**config.mk**
```make
export PLATFORM = sky130hd
export DESIGN_NAME = uresp_top
export DESIGN_NICKNAME = d
export VERILOG_FILES = /design/src/verilog/uresp_pkg.sv /design/src/verilog/uresp_top.sv
export SDC_FILE = /design/constraint.sdc
export NUM_CORES = 1
export LEC_CHECK = 0
export ABC_AREA = 0
export BUFFER_PORTS_ARGS = -buffer_cell sky130_fd_sc_hd__buf_2
export CORE_MARGIN = 2
export CORE_UTILIZATION = 60
export DETAILED_ROUTE_END_ITERATION = 8
export GPL_ROUTABILITY_DRIVEN = 1
export PLACE_DENSITY = 0.81
export SYNTH_ARGS = -nofsm -noshare
export SYNTH_HDL_FRONTEND = slang
export SYNTH_SLANG_ARGS = --single-unit
```
**constraint.sdc**
```tcl
create_clock -name REF_CLK -period 5 [get_ports REF_CLK]
set_clock_uncertainty 0.1 [all_clocks]
set_input_delay 0.5 -clock REF_CLK [delete_from_list [all_inputs] [get_ports REF_CLK]]
set_output_delay 0.5 -clock REF_CLK [all_outputs]
set_load 0.01 [all_outputs]
```
**src/verilog/uresp_pkg.sv**
```systemverilog
// Constants for the receive error accounting and serial status block.
// Assumes a 16-bit register port with byte addresses of aligned words.

package uresp_pkg;

    // ------------------------------------------------------------
    // Geometry
    // ------------------------------------------------------------
    localparam int unsigned ADDR_W     = 8;   // Register address width
    localparam int unsigned DATA_W     = 16;  // Register data width
    localparam int unsigned CHAR_W     = 8;   // Received character width
    localparam int unsigned FIFO_DEPTH = 64;  // Receive FIFO entries
    localparam int unsigned PTR_W      = 6;   // FIFO pointer width
    localparam int unsigned LVL_W      = 7;   // FIFO level width (0..64)
    localparam int unsigned CNT_W      = 6;   // Error count width, wraps mod 64

    // ------------------------------------------------------------
    // Register byte offsets
    // ------------------------------------------------------------
    localparam logic [7:0] OFS_RX_FIFO_DATA  = 8'h00; // Pops one character
    localparam logic [7:0] OFS_RX_ERROR_CNT  = 8'h04; // Read only
    localparam logic [7:0] OFS_SERIAL_STATUS = 8'h08; // Read, then write 0
    localparam logic [7:0] OFS_SERIAL_CTRL   = 8'h0c; // Receiver enable, mode
    localparam logic [7:0] OFS_INT_STATUS    = 8'h10; // Write 1 to clear
    localparam logic [7:0] OFS_INT_MASK      = 8'h14; // 1 lets a bit through

    // ------------------------------------------------------------
    // Field positions
    // ------------------------------------------------------------
    localparam int unsigned ERRCNT_PER_LSB = 8;  // Parity count at 13:8
    localparam int unsigned ERRCNT_FER_LSB = 0;  // Framing count at 5:0
    localparam int unsigned ST_OVERRUN_FLAG = 9;   // overrun_flag
    localparam int unsigned ST_TSF  = 8;   // tx_stop_flag
    localparam int unsigned ST_ER   = 7;   // rx_error_flag
    localparam int unsigned ST_TX_END_FLAG = 6;   // tx_end_flag
    localparam int unsigned ST_TX_FIFO_EMPTY_FLAG = 5;   // tx_fifo_empty_flag
    localparam int unsigned ST_BRK  = 4;   // break_flag
    localparam int unsigned ST_FER  = 3;   // Head character framing error
    localparam int unsigned ST_PER  = 2;   // Head character parity error
    localparam int unsigned ST_RDF  = 1;   // rx_fifo_full_flag
    localparam int unsigned ST_DR   = 0;   // rx_data_ready_flag
    localparam int unsigned CTL_RE   = 4;  // receiver_enable
    localparam int unsigned CTL_SYNC = 0;  // 1 selects synchronous mode
    localparam int unsigned INT_PUSH = 0;  // Character stored
    localparam int unsigned INT_ERR  = 1;  // Errored character stored
    localparam int unsigned INT_OVR  = 2;  // Overrun
    localparam int unsigned INT_BRK  = 3;  // Break seen
    localparam int unsigned INT_W    = 4;  // Interrupt status width

    // Clearable status bits: OVERRUN_FLAG TX_STOP_FLAG ER TX_FIFO_EMPTY_FLAG BREAK_FLAG RX_FIFO_FULL_FLAG DR
    localparam logic [15:0] ST_CLEAR_MASK = 16'h03b3;

    // ------------------------------------------------------------
    // Values after reset
    // ------------------------------------------------------------
    localparam logic [15:0] ST_FLAG_RESET = 16'h0020; // TX_FIFO_EMPTY_FLAG starts set
    localparam logic [15:0] CTL_RESET     = 16'h0000;
    localparam logic        TX_END_FLAG_RESET    = 1'b1;     // Transmitter starts idle
    localparam logic [LVL_W-1:0] RDF_LEVEL_DEFAULT = 7'h01; // Fill trigger

endpackage

```
**src/verilog/uresp_top.sv**
```systemverilog
// Receive FIFO with error accounting, serial status flags and interrupt.
// Assumes a same-clock receiver that pulses once per finished character
// and a master on the plain register port that never overlaps strobes.
//
// Behaviour
// - Error count register is read only
// - Bits 13:8 count parity-errored FIFO bytes
// - Bits 5:0 count framing-errored FIFO bytes
// - Counts rise on errored store, fall when it is read
// - Sixty-four errored bytes read as zero
// - Reserved bits always read zero
// - Writing one never sets a status flag
// - Write zero clears only after reading one
// - End, framing, parity status bits read only
// - Overrun set when full FIFO gets character
// - Overrun meaningful only in asynchronous mode
// - Reset clears overrun and status flags, but sets tx FIFO empty and tx end
// - Receiver disable leaves overrun flag alone
// - Overrun keeps FIFO, drops new character
// - Overrun blocks reception until cleared

`timescale 1ns/1ps

module uresp_top #(
    parameter logic [uresp_pkg::LVL_W-1:0] RDF_LEVEL = uresp_pkg::RDF_LEVEL_DEFAULT
) (
    input  wire logic                           REF_CLK,
    input  wire logic                           RESET_N,
    input  wire logic [uresp_pkg::ADDR_W-1:0]   BUS_ADDR,
    input  wire logic [uresp_pkg::DATA_W-1:0]   BUS_WDATA,
    input  wire logic                           BUS_WR,
    input  wire logic                           BUS_RD,
    output logic      [uresp_pkg::DATA_W-1:0]   BUS_RDATA,
    input  wire logic                           RX_CHAR_DONE,
    input  wire logic [uresp_pkg::CHAR_W-1:0]   RX_CHAR_DATA,
    input  wire logic                           RX_CHAR_PERR,
    input  wire logic                           RX_CHAR_FERR,
    input  wire logic                           TX_STOP_EVT,
    input  wire logic                           TX_FIFO_EMPTY_EVT,
    input  wire logic                           BREAK_EVT,
    input  wire logic                           RX_IDLE_EVT,
    input  wire logic                           TX_END,
    output logic                                IRQ
);
    import uresp_pkg::*;

    // ------------------------------------------------------------
    // Declarations
    // ------------------------------------------------------------
    logic [CHAR_W+1:0]  fifo_mem [FIFO_DEPTH];  // {perr, ferr, data}
    logic [PTR_W-1:0]   wr_ptr_q;               // Next slot to fill
    logic [PTR_W-1:0]   rd_ptr_q;               // Head slot
    logic [LVL_W-1:0]   level_q;                // Characters held
    logic [CNT_W-1:0]   per_cnt_q;              // Parity-errored bytes
    logic [CNT_W-1:0]   fer_cnt_q;              // Framing-errored bytes
    logic [15:0]        flag_q;                 // Clearable status flags
    logic [15:0]        flag_d;
    logic [15:0]        armed_q;                // Flags software saw as 1
    logic [15:0]        ctrl_q;                 // Control register
    logic               tx_end_flag_q;                 // Sampled transmit end
    logic [INT_W-1:0]   int_st_q;               // Sticky interrupt events
    logic [INT_W-1:0]   int_st_d;
    logic [INT_W-1:0]   int_mask_q;             // Interrupt enables
    logic [DATA_W-1:0]  rdata_q;                // Read data, one cycle late
    logic               irq_q;                  // Interrupt output flop

    logic               async_mode;             // Low control bit selects async
    logic               rx_enabled;             // Receiver enable bit
    logic               fifo_full;              // All 64 slots taken
    logic               fifo_empty;             // Nothing to read
    logic               accept;                 // Character taken by block
    logic               push;                   // Character stored
    logic               ovr_event;              // Character lost to overrun
    logic               pop;                    // Software takes head
    logic               in_perr;                // Parity error kept for async
    logic               in_ferr;                // Framing error kept for async
    logic               head_perr;              // Head entry parity error
    logic               head_ferr;              // Head entry framing error
    logic [CHAR_W+1:0]  head_word;              // Head entry
    logic [15:0]        set_vec;                // Hardware flag sets
    logic [15:0]        clr_vec;                // Software flag clears
    logic               wr_status;              // Write to status register
    logic               rd_status;              // Read of status register
    logic [15:0]        status_view;            // Status as software sees it
    logic [DATA_W-1:0]  rdata_d;                // Read mux result

    // ------------------------------------------------------------
    // Receive path decisions
    // ------------------------------------------------------------
    // Decode the control bits and decide what a finished character does
    always_comb begin
        async_mode = ~ctrl_q[CTL_SYNC];
        rx_enabled = ctrl_q[CTL_RE];
        fifo_full  = (level_q == LVL_W'(FIFO_DEPTH));
        fifo_empty = (level_q == '0);
        // A pending overrun stalls the receiver entirely
        accept     = RX_CHAR_DONE & rx_enabled & ~flag_q[ST_OVERRUN_FLAG];
        // Full FIFO keeps old bytes and loses the new one
        push       = accept & ~fifo_full;
        // Only async mode reports the loss; sync mode drops silently
        ovr_event  = accept & fifo_full & async_mode;
        // Error bits only mean anything in async mode
        in_perr    = RX_CHAR_PERR & async_mode;
        in_ferr    = RX_CHAR_FERR & async_mode;
        head_word  = fifo_mem[rd_ptr_q];
        head_perr  = ~fifo_empty & head_word[CHAR_W+1];
        head_ferr  = ~fifo_empty & head_word[CHAR_W];
        pop        = BUS_RD & (BUS_ADDR == OFS_RX_FIFO_DATA) & ~fifo_empty;
        wr_status  = BUS_WR & (BUS_ADDR == OFS_SERIAL_STATUS);
        rd_status  = BUS_RD & (BUS_ADDR == OFS_SERIAL_STATUS);
    end

    // ------------------------------------------------------------
    // Receive FIFO storage
    // ------------------------------------------------------------
    // Data array has no reset; only the pointers and level carry state
    always_ff @(posedge REF_CLK) begin
        if (push) begin
            fifo_mem[wr_ptr_q] <= {in_perr, in_ferr, RX_CHAR_DATA};
        end
    end

    // Pointers and level; pointers wrap naturally at 64
    always_ff @(posedge REF_CLK) begin
        if (!RESET_N) begin
            wr_ptr_q <= '0;
            rd_ptr_q <= '0;
            level_q  <= '0;
        end else begin
            if (push) begin
                wr_ptr_q <= wr_ptr_q + PTR_W'(1);
            end
            if (pop) begin
                rd_ptr_q <= rd_ptr_q + PTR_W'(1);
            end
            if (push && !pop) begin
                level_q <= level_q + LVL_W'(1);
            end else if (pop && !push) begin
                level_q <= level_q - LVL_W'(1);
            end
        end
    end

    // ------------------------------------------------------------
    // Error counts
    // ------------------------------------------------------------
    // Counts follow the FIFO contents: up on store, down on read.
    // Six bits wrap, so a FIFO of 64 errored bytes reads as zero.
    always_ff @(posedge REF_CLK) begin
        if (!RESET_N) begin
            per_cnt_q <= '0;
            fer_cnt_q <= '0;
        end else begin
            // Each errored store also raises the receive error flag
            per_cnt_q <= per_cnt_q + CNT_W'(push & in_perr)
                                   - CNT_W'(pop & head_perr);
            fer_cnt_q <= fer_cnt_q + CNT_W'(push & in_ferr)
                                   - CNT_W'(pop & head_ferr);
        end
    end

    // ------------------------------------------------------------
    // Status flags
    // ------------------------------------------------------------
    // Hardware sets, software clears with a read of 1 then a write of 0
    always_comb begin
        set_vec          = '0;
        set_vec[ST_OVERRUN_FLAG] = ovr_event;
        set_vec[ST_TSF]  = TX_STOP_EVT;
        set_vec[ST_ER]   = push & (in_perr | in_ferr);
        set_vec[ST_TX_FIFO_EMPTY_FLAG] = TX_FIFO_EMPTY_EVT;
        set_vec[ST_BRK]  = BREAK_EVT;
        set_vec[ST_RDF]  = push & ((level_q + LVL_W'(1)) >= RDF_LEVEL);
        set_vec[ST_DR]   = RX_IDLE_EVT;
        // Write data of 1 clears nothing; 0 clears only armed bits
        clr_vec = wr_status ? (armed_q & ~BUS_WDATA & ST_CLEAR_MASK) : '0;
        // Set beats clear; software can never set a flag
        flag_d  = ((flag_q & ~clr_vec) | set_vec) & ST_CLEAR_MASK;
    end

    // Flag register; receiver disable does not touch it
    always_ff @(posedge REF_CLK) begin
        if (!RESET_N) begin
            flag_q <= ST_FLAG_RESET;
        end else begin
            flag_q <= flag_d;
        end
    end

    // Remember which flags a status read returned as 1.
    // A write consumes the arming so a stale read cannot clear later.
    always_ff @(posedge REF_CLK) begin
        if (!RESET_N) begin
            armed_q <= '0;
        end else if (rd_status) begin
            armed_q <= flag_q & ST_CLEAR_MASK;
        end else if (wr_status) begin
            armed_q <= '0;
        end
    end

    // Transmit end is a level from the transmitter, registered
    always_ff @(posedge REF_CLK) begin
        if (!RESET_N) begin
            tx_end_flag_q <= TX_END_FLAG_RESET;
        end else begin
            tx_end_flag_q <= TX_END;
        end
    end

    // Read-only bits come from state, never from write data
    always_comb begin
        status_view          = flag_q & ST_CLEAR_MASK;
        status_view[ST_TX_END_FLAG] = tx_end_flag_q;
        status_view[ST_FER]  = head_ferr;
        status_view[ST_PER]  = head_perr;
    end

    // ------------------------------------------------------------
    // Control and interrupt registers
    // ------------------------------------------------------------
    // Control: only the enable and mode bits are stored
    always_ff @(posedge REF_CLK) begin
        if (!RESET_N) begin
            ctrl_q <= CTL_RESET;
        end else if (BUS_WR && (BUS_ADDR == OFS_SERIAL_CTRL)) begin
            ctrl_q           <= '0;
            ctrl_q[CTL_RE]   <= BUS_WDATA[CTL_RE];
            ctrl_q[CTL_SYNC] <= BUS_WDATA[CTL_SYNC];
        end
    end

    // Sticky events, write 1 to clear, a new event wins
    always_comb begin
        int_st_d = int_st_q;
        if (BUS_WR && (BUS_ADDR == OFS_INT_STATUS)) begin
            int_st_d = int_st_q & ~BUS_WDATA[INT_W-1:0];
        end
        int_st_d[INT_PUSH] = int_st_d[INT_PUSH] | push;
        int_st_d[INT_ERR]  = int_st_d[INT_ERR] | set_vec[ST_ER];
        int_st_d[INT_OVR]  = int_st_d[INT_OVR] | ovr_event;
        int_st_d[INT_BRK]  = int_st_d[INT_BRK] | BREAK_EVT;
    end

    always_ff @(posedge REF_CLK) begin
        if (!RESET_N) begin
            int_st_q <= '0;
        end else begin
            int_st_q <= int_st_d;
        end
    end

    // Mask register
    always_ff @(posedge REF_CLK) begin
        if (!RESET_N) begin
            int_mask_q <= '0;
        end else if (BUS_WR && (BUS_ADDR == OFS_INT_MASK)) begin
            int_mask_q <= BUS_WDATA[INT_W-1:0];
        end
    end

    // Level interrupt; one flop after the sticky bit for a clean output
    always_ff @(posedge REF_CLK) begin
        if (!RESET_N) begin
            irq_q <= 1'b0;
        end else begin
            irq_q <= |(int_st_q & int_mask_q);
        end
    end

    // ------------------------------------------------------------
    // Read path
    // ------------------------------------------------------------
    // Address decode; unmapped addresses read as zero
    always_comb begin
        rdata_d = '0;
        if (BUS_ADDR == OFS_RX_FIFO_DATA) begin
            rdata_d[CHAR_W-1:0] = fifo_empty ? '0 : head_word[CHAR_W-1:0];
        end else if (BUS_ADDR == OFS_RX_ERROR_CNT) begin
            // Reserved 15:14 and 7:6 stay zero
            rdata_d[ERRCNT_PER_LSB +: CNT_W] = per_cnt_q;
            rdata_d[ERRCNT_FER_LSB +: CNT_W] = fer_cnt_q;
        end else if (BUS_ADDR == OFS_SERIAL_STATUS) begin
            rdata_d = status_view;
        end else if (BUS_ADDR == OFS_SERIAL_CTRL) begin
            rdata_d = ctrl_q;
        end else if (BUS_ADDR == OFS_INT_STATUS) begin
            rdata_d[INT_W-1:0] = int_st_q;
        end else if (BUS_ADDR == OFS_INT_MASK) begin
            rdata_d[INT_W-1:0] = int_mask_q;
        end
    end

    // Read data stand only in the cycle after the strobe
    always_ff @(posedge REF_CLK) begin
        if (!RESET_N) begin
            rdata_q <= '0;
        end else begin
            rdata_q <= BUS_RD ? rdata_d : '0;
        end
    end

    assign BUS_RDATA = rdata_q;
    assign IRQ       = irq_q;
endmodule // uresp_top
```
Word-level counts from Yosys, hierarchy flattened
Memory sizes are Yosys's and may differ from the RTL's. A register that Yosys moved wholly into a read port is not among the register bits.
Cells that the tools add are included.
{ "word_totals": {"reg_bits": 71, "ram_bits": 640, "wordCells": 102, "mem_count": 1} }
{ "op_classes": {"addsub": 8, "order_cmp": 1, "eq_ne": 6, "muxes": 20, "n_bitwise": 38, "reduce_logical": 14} }
{ "memory_table": {"columns": ["memory", "words", "word_bits", "read_ports", "rd_clocked_by_memory_dff", "wr", "line", "text"], "rows": [
  ["fifo_mem", 64, 10, 1, 1, 1, "uresp_top.sv:50", "logic [CHAR_W+1:0] fifo_mem [FIFO_DEPTH];"]
]} }
{ "ops": {"columns": ["op", "n"], "rows": [
  ["$mux 10", 4],
  ["$mux 6", 4],
  ["$and 10x10->10", 2],
  ["$not 10->10", 2],
  ["$and 1x1->1", 19],
  ["$eq 8x4->1 const B", 2],
  ["$eq 8x5->1 const B", 2],
  ["$mux 4", 4],
  ["$mux 8", 2],
  ["$mux 7", 2],
  ["$add 6x1->6", 2],
  ["$add 6x1->6 const B", 2],
  ["$sub 6x1->6", 2],
  ["$or 10x10->10", 1],
  ["$and 4x4->4", 2],
  ["$eq 8x3->1 const B", 1],
  ["$logic_not 8->1", 1],
  ["$add 7x1->7 const B", 1],
  ["$eq 7x7->1 const B", 1],
  ["$ge 7x1->1 const B", 1],
  ["$logic_not 7->1", 1],
  ["$sub 7x1->7 const B", 1],
  ["$not 1->1", 6],
  ["$logic_and 1x1->1", 5],
  ["9 further kinds", 17]
]} }

Longest topological paths before layout
{ "logic_depth": {"ltp_word": 7, "ltp_mapped": 20} }

Least setup slack after synthesis
No wires, ideal clock.
{ "synth_path": {"kind": "input -> register", "start": "input port RX_CHAR_FERR", "end": "register fer_cnt_q[4]", "t_arrival_ps": 3782, "required_ps": 4785, "setup_slack_ps": 1004, "stages": 11, "path_buffers": 0, "cell_sequence": "nor2b_1 -> nand2_1 -> ha_1 -> inv_1 -> ha_1 -> fa_1 -> a21oi_1 -> nor2_1 -> nor2_1 -> xnor2_1 -> and2_1"} }
{ "synth_between": {"elab_chain_cells": 4} }
{ "synth_rtl": {"columns": ["element", "line", "text"], "rows": [
  ["start: declaration", "uresp_top.sv:37", "input wire logic RX_CHAR_FERR,"],
  ["$and 1x1->1", "uresp_top.sv:104", "in_ferr = RX_CHAR_FERR & async_mode;"],
  ["$and 1x1->1", "uresp_top.sv:157", "fer_cnt_q <= fer_cnt_q + CNT_W'(push & in_ferr)"],
  ["$add 6x1->6", "uresp_top.sv:157", null],
  ["$sub 6x1->6", "uresp_top.sv:158", "- CNT_W'(pop & head_ferr);"],
  ["end signal: assignment", "uresp_top.sv:157", null],
  ["end: declaration", "uresp_top.sv:55", "logic [CNT_W-1:0] fer_cnt_q;"]
]} }
Every way passes these cells.
A chain may end at the register's enable or synchronous reset.

==> results.json <==
{
  "vdd_drop_max_v": 0.000240,
  "r2r_cells": 15,
  "first_iter_violations": 2225,
  "maxSlewViolCount": 0,
  "fp-row-count": 80,
  "layout_worst_path_cycle_share": 0.897,
  "wire_per_inst_um": 29.2,
  "p_total_mw": 12.2,
  "relSlewSlack": 0.156,
  "max_freq_mhz": 223,
  "die_area_um2": 49700,
  "post_cts_buffers": 0,
  "cts_buffer_depth": 3,
  "dpl.hpwl_um": 40400,
  "path_cells": "mux4_2, mux2_2, mux4_2, nor2_1, nor3_1, ha_1, inv_1, ha_1, inv_1, fa_1, inv_1, a21o_1, a21oi_1, xnor2_1, and2_1",
  "postRouteAntennaNets": 0,
  "cap_violations": 0,
  "routed_wl_um": 69900,
  "setup_violations": 0,
  "cp_top_family": "multiplexers",
  "clk_pin_slew_ns": 0.06,
  "worstSetupPathType": "flip-flop to flip-flop",
  "synth_top_area_frac": 0.669,
  "yosys.area.top_type": "edfxtp_1",
  "yosys-top-cells-area": "edfxtp_1 (67%), mux4_2 (9.7%), dfxtp_1 (5.4%), mux2i_1 (4.1%), a22oi_1 (1.8%)",
  "fin_util": 0.678,
  "drive_gt1_frac": 0.207,
  "syn_to_final_growth_pct": 12.2,
  "start_kind": "flip-flop",
  "cp.arrival_ns": 4.86,
  "intPower_mw": 9.86,
  "hold_viol_final": 0,
  "antenna_found_initial": 1,
  "overflow": 0,
  "firstDrtPassIters": 5,
  "async_flop_share": 0,
  "synth_top_flop_cell": "edfxtp_1",
  "ctsResizeCount": 0,
  "worst_pin_slew_ns": 1.27,
  "switching_share": 0.192,
  "hp-class": "primary input to flip-flop",
  "die_y_um": 223,
  "yosysSeqAreaShare": 0.723,
  "min_from": "TX_STOP_EVT",
  "diodes": 0,
  "start_util": 0.604,
  "design.core.area_um2": 47500,
  "p_switching_mw": 2.34,
  "pin_count": 61,
  "critical-path-slowest-cell": "dfxtp_4",
  "cts_buffers": 72,
  "power_frac_comb": 0.011,
  "p_clk_frac": 0.454,
  "path_common_cell": "inv_1",
  "cts.htree.levels": 3,
  "clkLatencyLatePin_ns": 0.60,
  "ys_seq_elements": 717,
  "synth_area_um2": 28700,
  "rsz0062_at_grt": "no",
  "leakagePower_nw": 10.2,
  "synth_edf_count": 640,
  "syn_avg_cell_area_um2": 17.6,
  "fillers": 2856,
  "grt_use_total": 0.286,
  "status": "finished, final reports clean",
  "required_ns": 5.38,
  "gp_congestion": 0.911,
  "grt_pass1_vias": 16003,
  "timing.reg2reg.setup_slack_ns": 0.52,
  "grt_max_degree": 67,
  "ys_types": 63,
  "setup_tns_ns": 0,
  "final_net_count": 1787,
  "grt_first_pass_wirelength_um": 103000,
  "crit_buf_inv": 3,
  "cp_slowest_stage_delay_ns": 0.92,
  "drc": 0,
  "holdPathStages": 2,
  "tritoncts": "built",
  "cp_max_fo": 39,
  "seqPwrFrac": 0.534,
  "numPortBuffers": 51,
  "root_buffer": "clkbuf_16",
  "yosys_warnings": 0,
  "cellPowerDensity_nw_per_um2": 379,
  "die_width_um": 223,
  "critPathCaptureType": "flip-flop",
  "synthCells": 1629,
  "period_minus_slack_ns": 4.48,
  "vias_per_cell": 6.65,
  "worstHoldEndpoint": "flag_q[8]",
  "timing.rr.end": "per_cnt_q[4]",
  "vias": 15904,
  "cts_sinks": 717
}
[cell usage in the layout, fill, tap and decap left out, types with 4 or more instances in the layout]
cell type,n
mux4_2,124
clkbuf_16,75
dfxtp_1,74
o21a_1,5
or3_1,4
a211oi_1,6
nand3_1,17
nor2_1,95
a21oi_1,45
a21boi_0,12
clkinv_1,13
a31oi_1,6
xor2_1,6
and2_1,33
mux2_2,12
nand2b_1,5
nor3_1,12
buf_4,54
clkbuf_1,11
nand4_1,10
nor4_1,8
nor2b_1,27
ha_1,18
inv_1,24
xnor2_1,19
and3_1,6
nand2_1,56
mux2i_1,119
edfxtp_1,640
a22oi_1,68
clkinv_2,10
bufinv_16,11
nand3b_1,6
buf_2,51
o21ai_0,20
[layout make-up]
cell class	instances	area, um2	area share
clock buffers	89	1930	0.0600
clock inverters	38	472	0.0146
inverters	27	101	0.00314
multi-input cells	795	7460	0.231
flip-flops and latches	717	20800	0.644
well taps	615	769	0.0239
repair buffers	110	731	0.0227
[per-stage QoR]
step	instance area, um2	hold slack, ns	instances	setup WS, ns
global route	32200	0.0289	2391	0.173
detailed placement	29800	0.348	2261	0.484
floorplan	28700	0.329	1630	1.00
CTS	32200	0.0156	2391	0.430
global placement	29800	0.348	2261	0.495
finish	32200	0.0325	2391	0.516
[repair_timing]
item / 4_1_cts / 5_1_grt
hold endpoints to repair: 3 / 0
hold buffers: 3 / 0
setup endpoints to repair: 0 / 0
[worst max path at each step]
stage                     depth (start not counted)    startpoint           end  slack, ns
after global placement                           19     flip-flop  per_cnt_q[4]       0.50
after global routing                             19     flip-flop  per_cnt_q[4]       0.17
after floorplan                                  11  RX_CHAR_FERR  fer_cnt_q[4]       1.00
final                                            15     flip-flop  per_cnt_q[4]       0.52
after CTS                                        19     flip-flop  per_cnt_q[4]       0.43
after detailed placement                         19     flip-flop  per_cnt_q[4]       0.48
[Yosys cell counts, drive strengths merged (9+ instances only)]
library cell and n:
edfxtp 640, mux4 124, mux2i 119, nor2 97, dfxtp 77, a22oi 68, nand2 56, buf 55
a21oi 45, clkbuf 36, and2 33, nor2b 29, inv 25, o21ai 21, xnor2 19, ha 18
nand3 17, a21boi 12, mux2 12, nor3 12, nand4 10, nor4 9
[sequential cells by signal, indices dropped and copies added (netlist names), named ones only]
| register | count |
|---|---|
| per_cnt_q | 6 |
| level_q | 7 |
| armed_q | 7 |
| ctrl_q | 2 |
| IRQ | 1 |
| fifo_mem | 640 |
| flag_q | 7 |
| int_st_q | 4 |
| int_mask_q | 4 |
| fer_cnt_q | 6 |
| wr_ptr_q | 6 |
| tx_end_flag_q | 1 |
| rd_ptr_q | 6 |
| BUS_RDATA | 14 |
[per-layer routing]
metal / track usage / up-vias / part of all wire
li1: - / 6631 / -
met1: 0.376 / 7945 / 0.36
met2: 0.463 / 1102 / 0.48
met3: 0.0596 / 226 / 0.11
met4: 0.137 / 0 / 0.048
met5: 0 / - / 0
[power by group through the flow]
stage / combinational (mW) / clock [mW] / sequential [mW]
6_report: 0.137 / 5.55 / 6.52
5_1_grt: 0.146 / 5.78 / 6.52
4_1_cts: 0.134 / 5.56 / 6.52
3_5_place_dp: 0.132 / 0 / 6.65
3_3_place_gp: 0.123 / 0 / 6.65
2_1_floorplan: 0.0363 / 0 / 6.65
[worst register-to-register path, cell delays in order, from the launching register on]
cell and delay [ns]:
dfxtp_4 0.92, mux4_2 0.75, mux2_2 0.36, mux4_2 0.55
nor2_1 0.13, nor3_1 0.10, ha_1 0.28, inv_1 0.06
ha_1 0.15, inv_1 0.06, fa_1 0.42, inv_1 0.07
a21o_1 0.10, a21oi_1 0.07, xnor2_1 0.12, and2_1 0.15
[cells by family after synthesis]
logic type | synth area share
compound gates | 0.0460
xor+xnor | 0.00762
fa+ha+maj | 0.00923
buf+inv | 0.0189
flops | 0.723
mux | 0.143
other cells | 0.000131
simple gates | 0.0522
No activity file was read; power rests on OpenSTA's default activity.
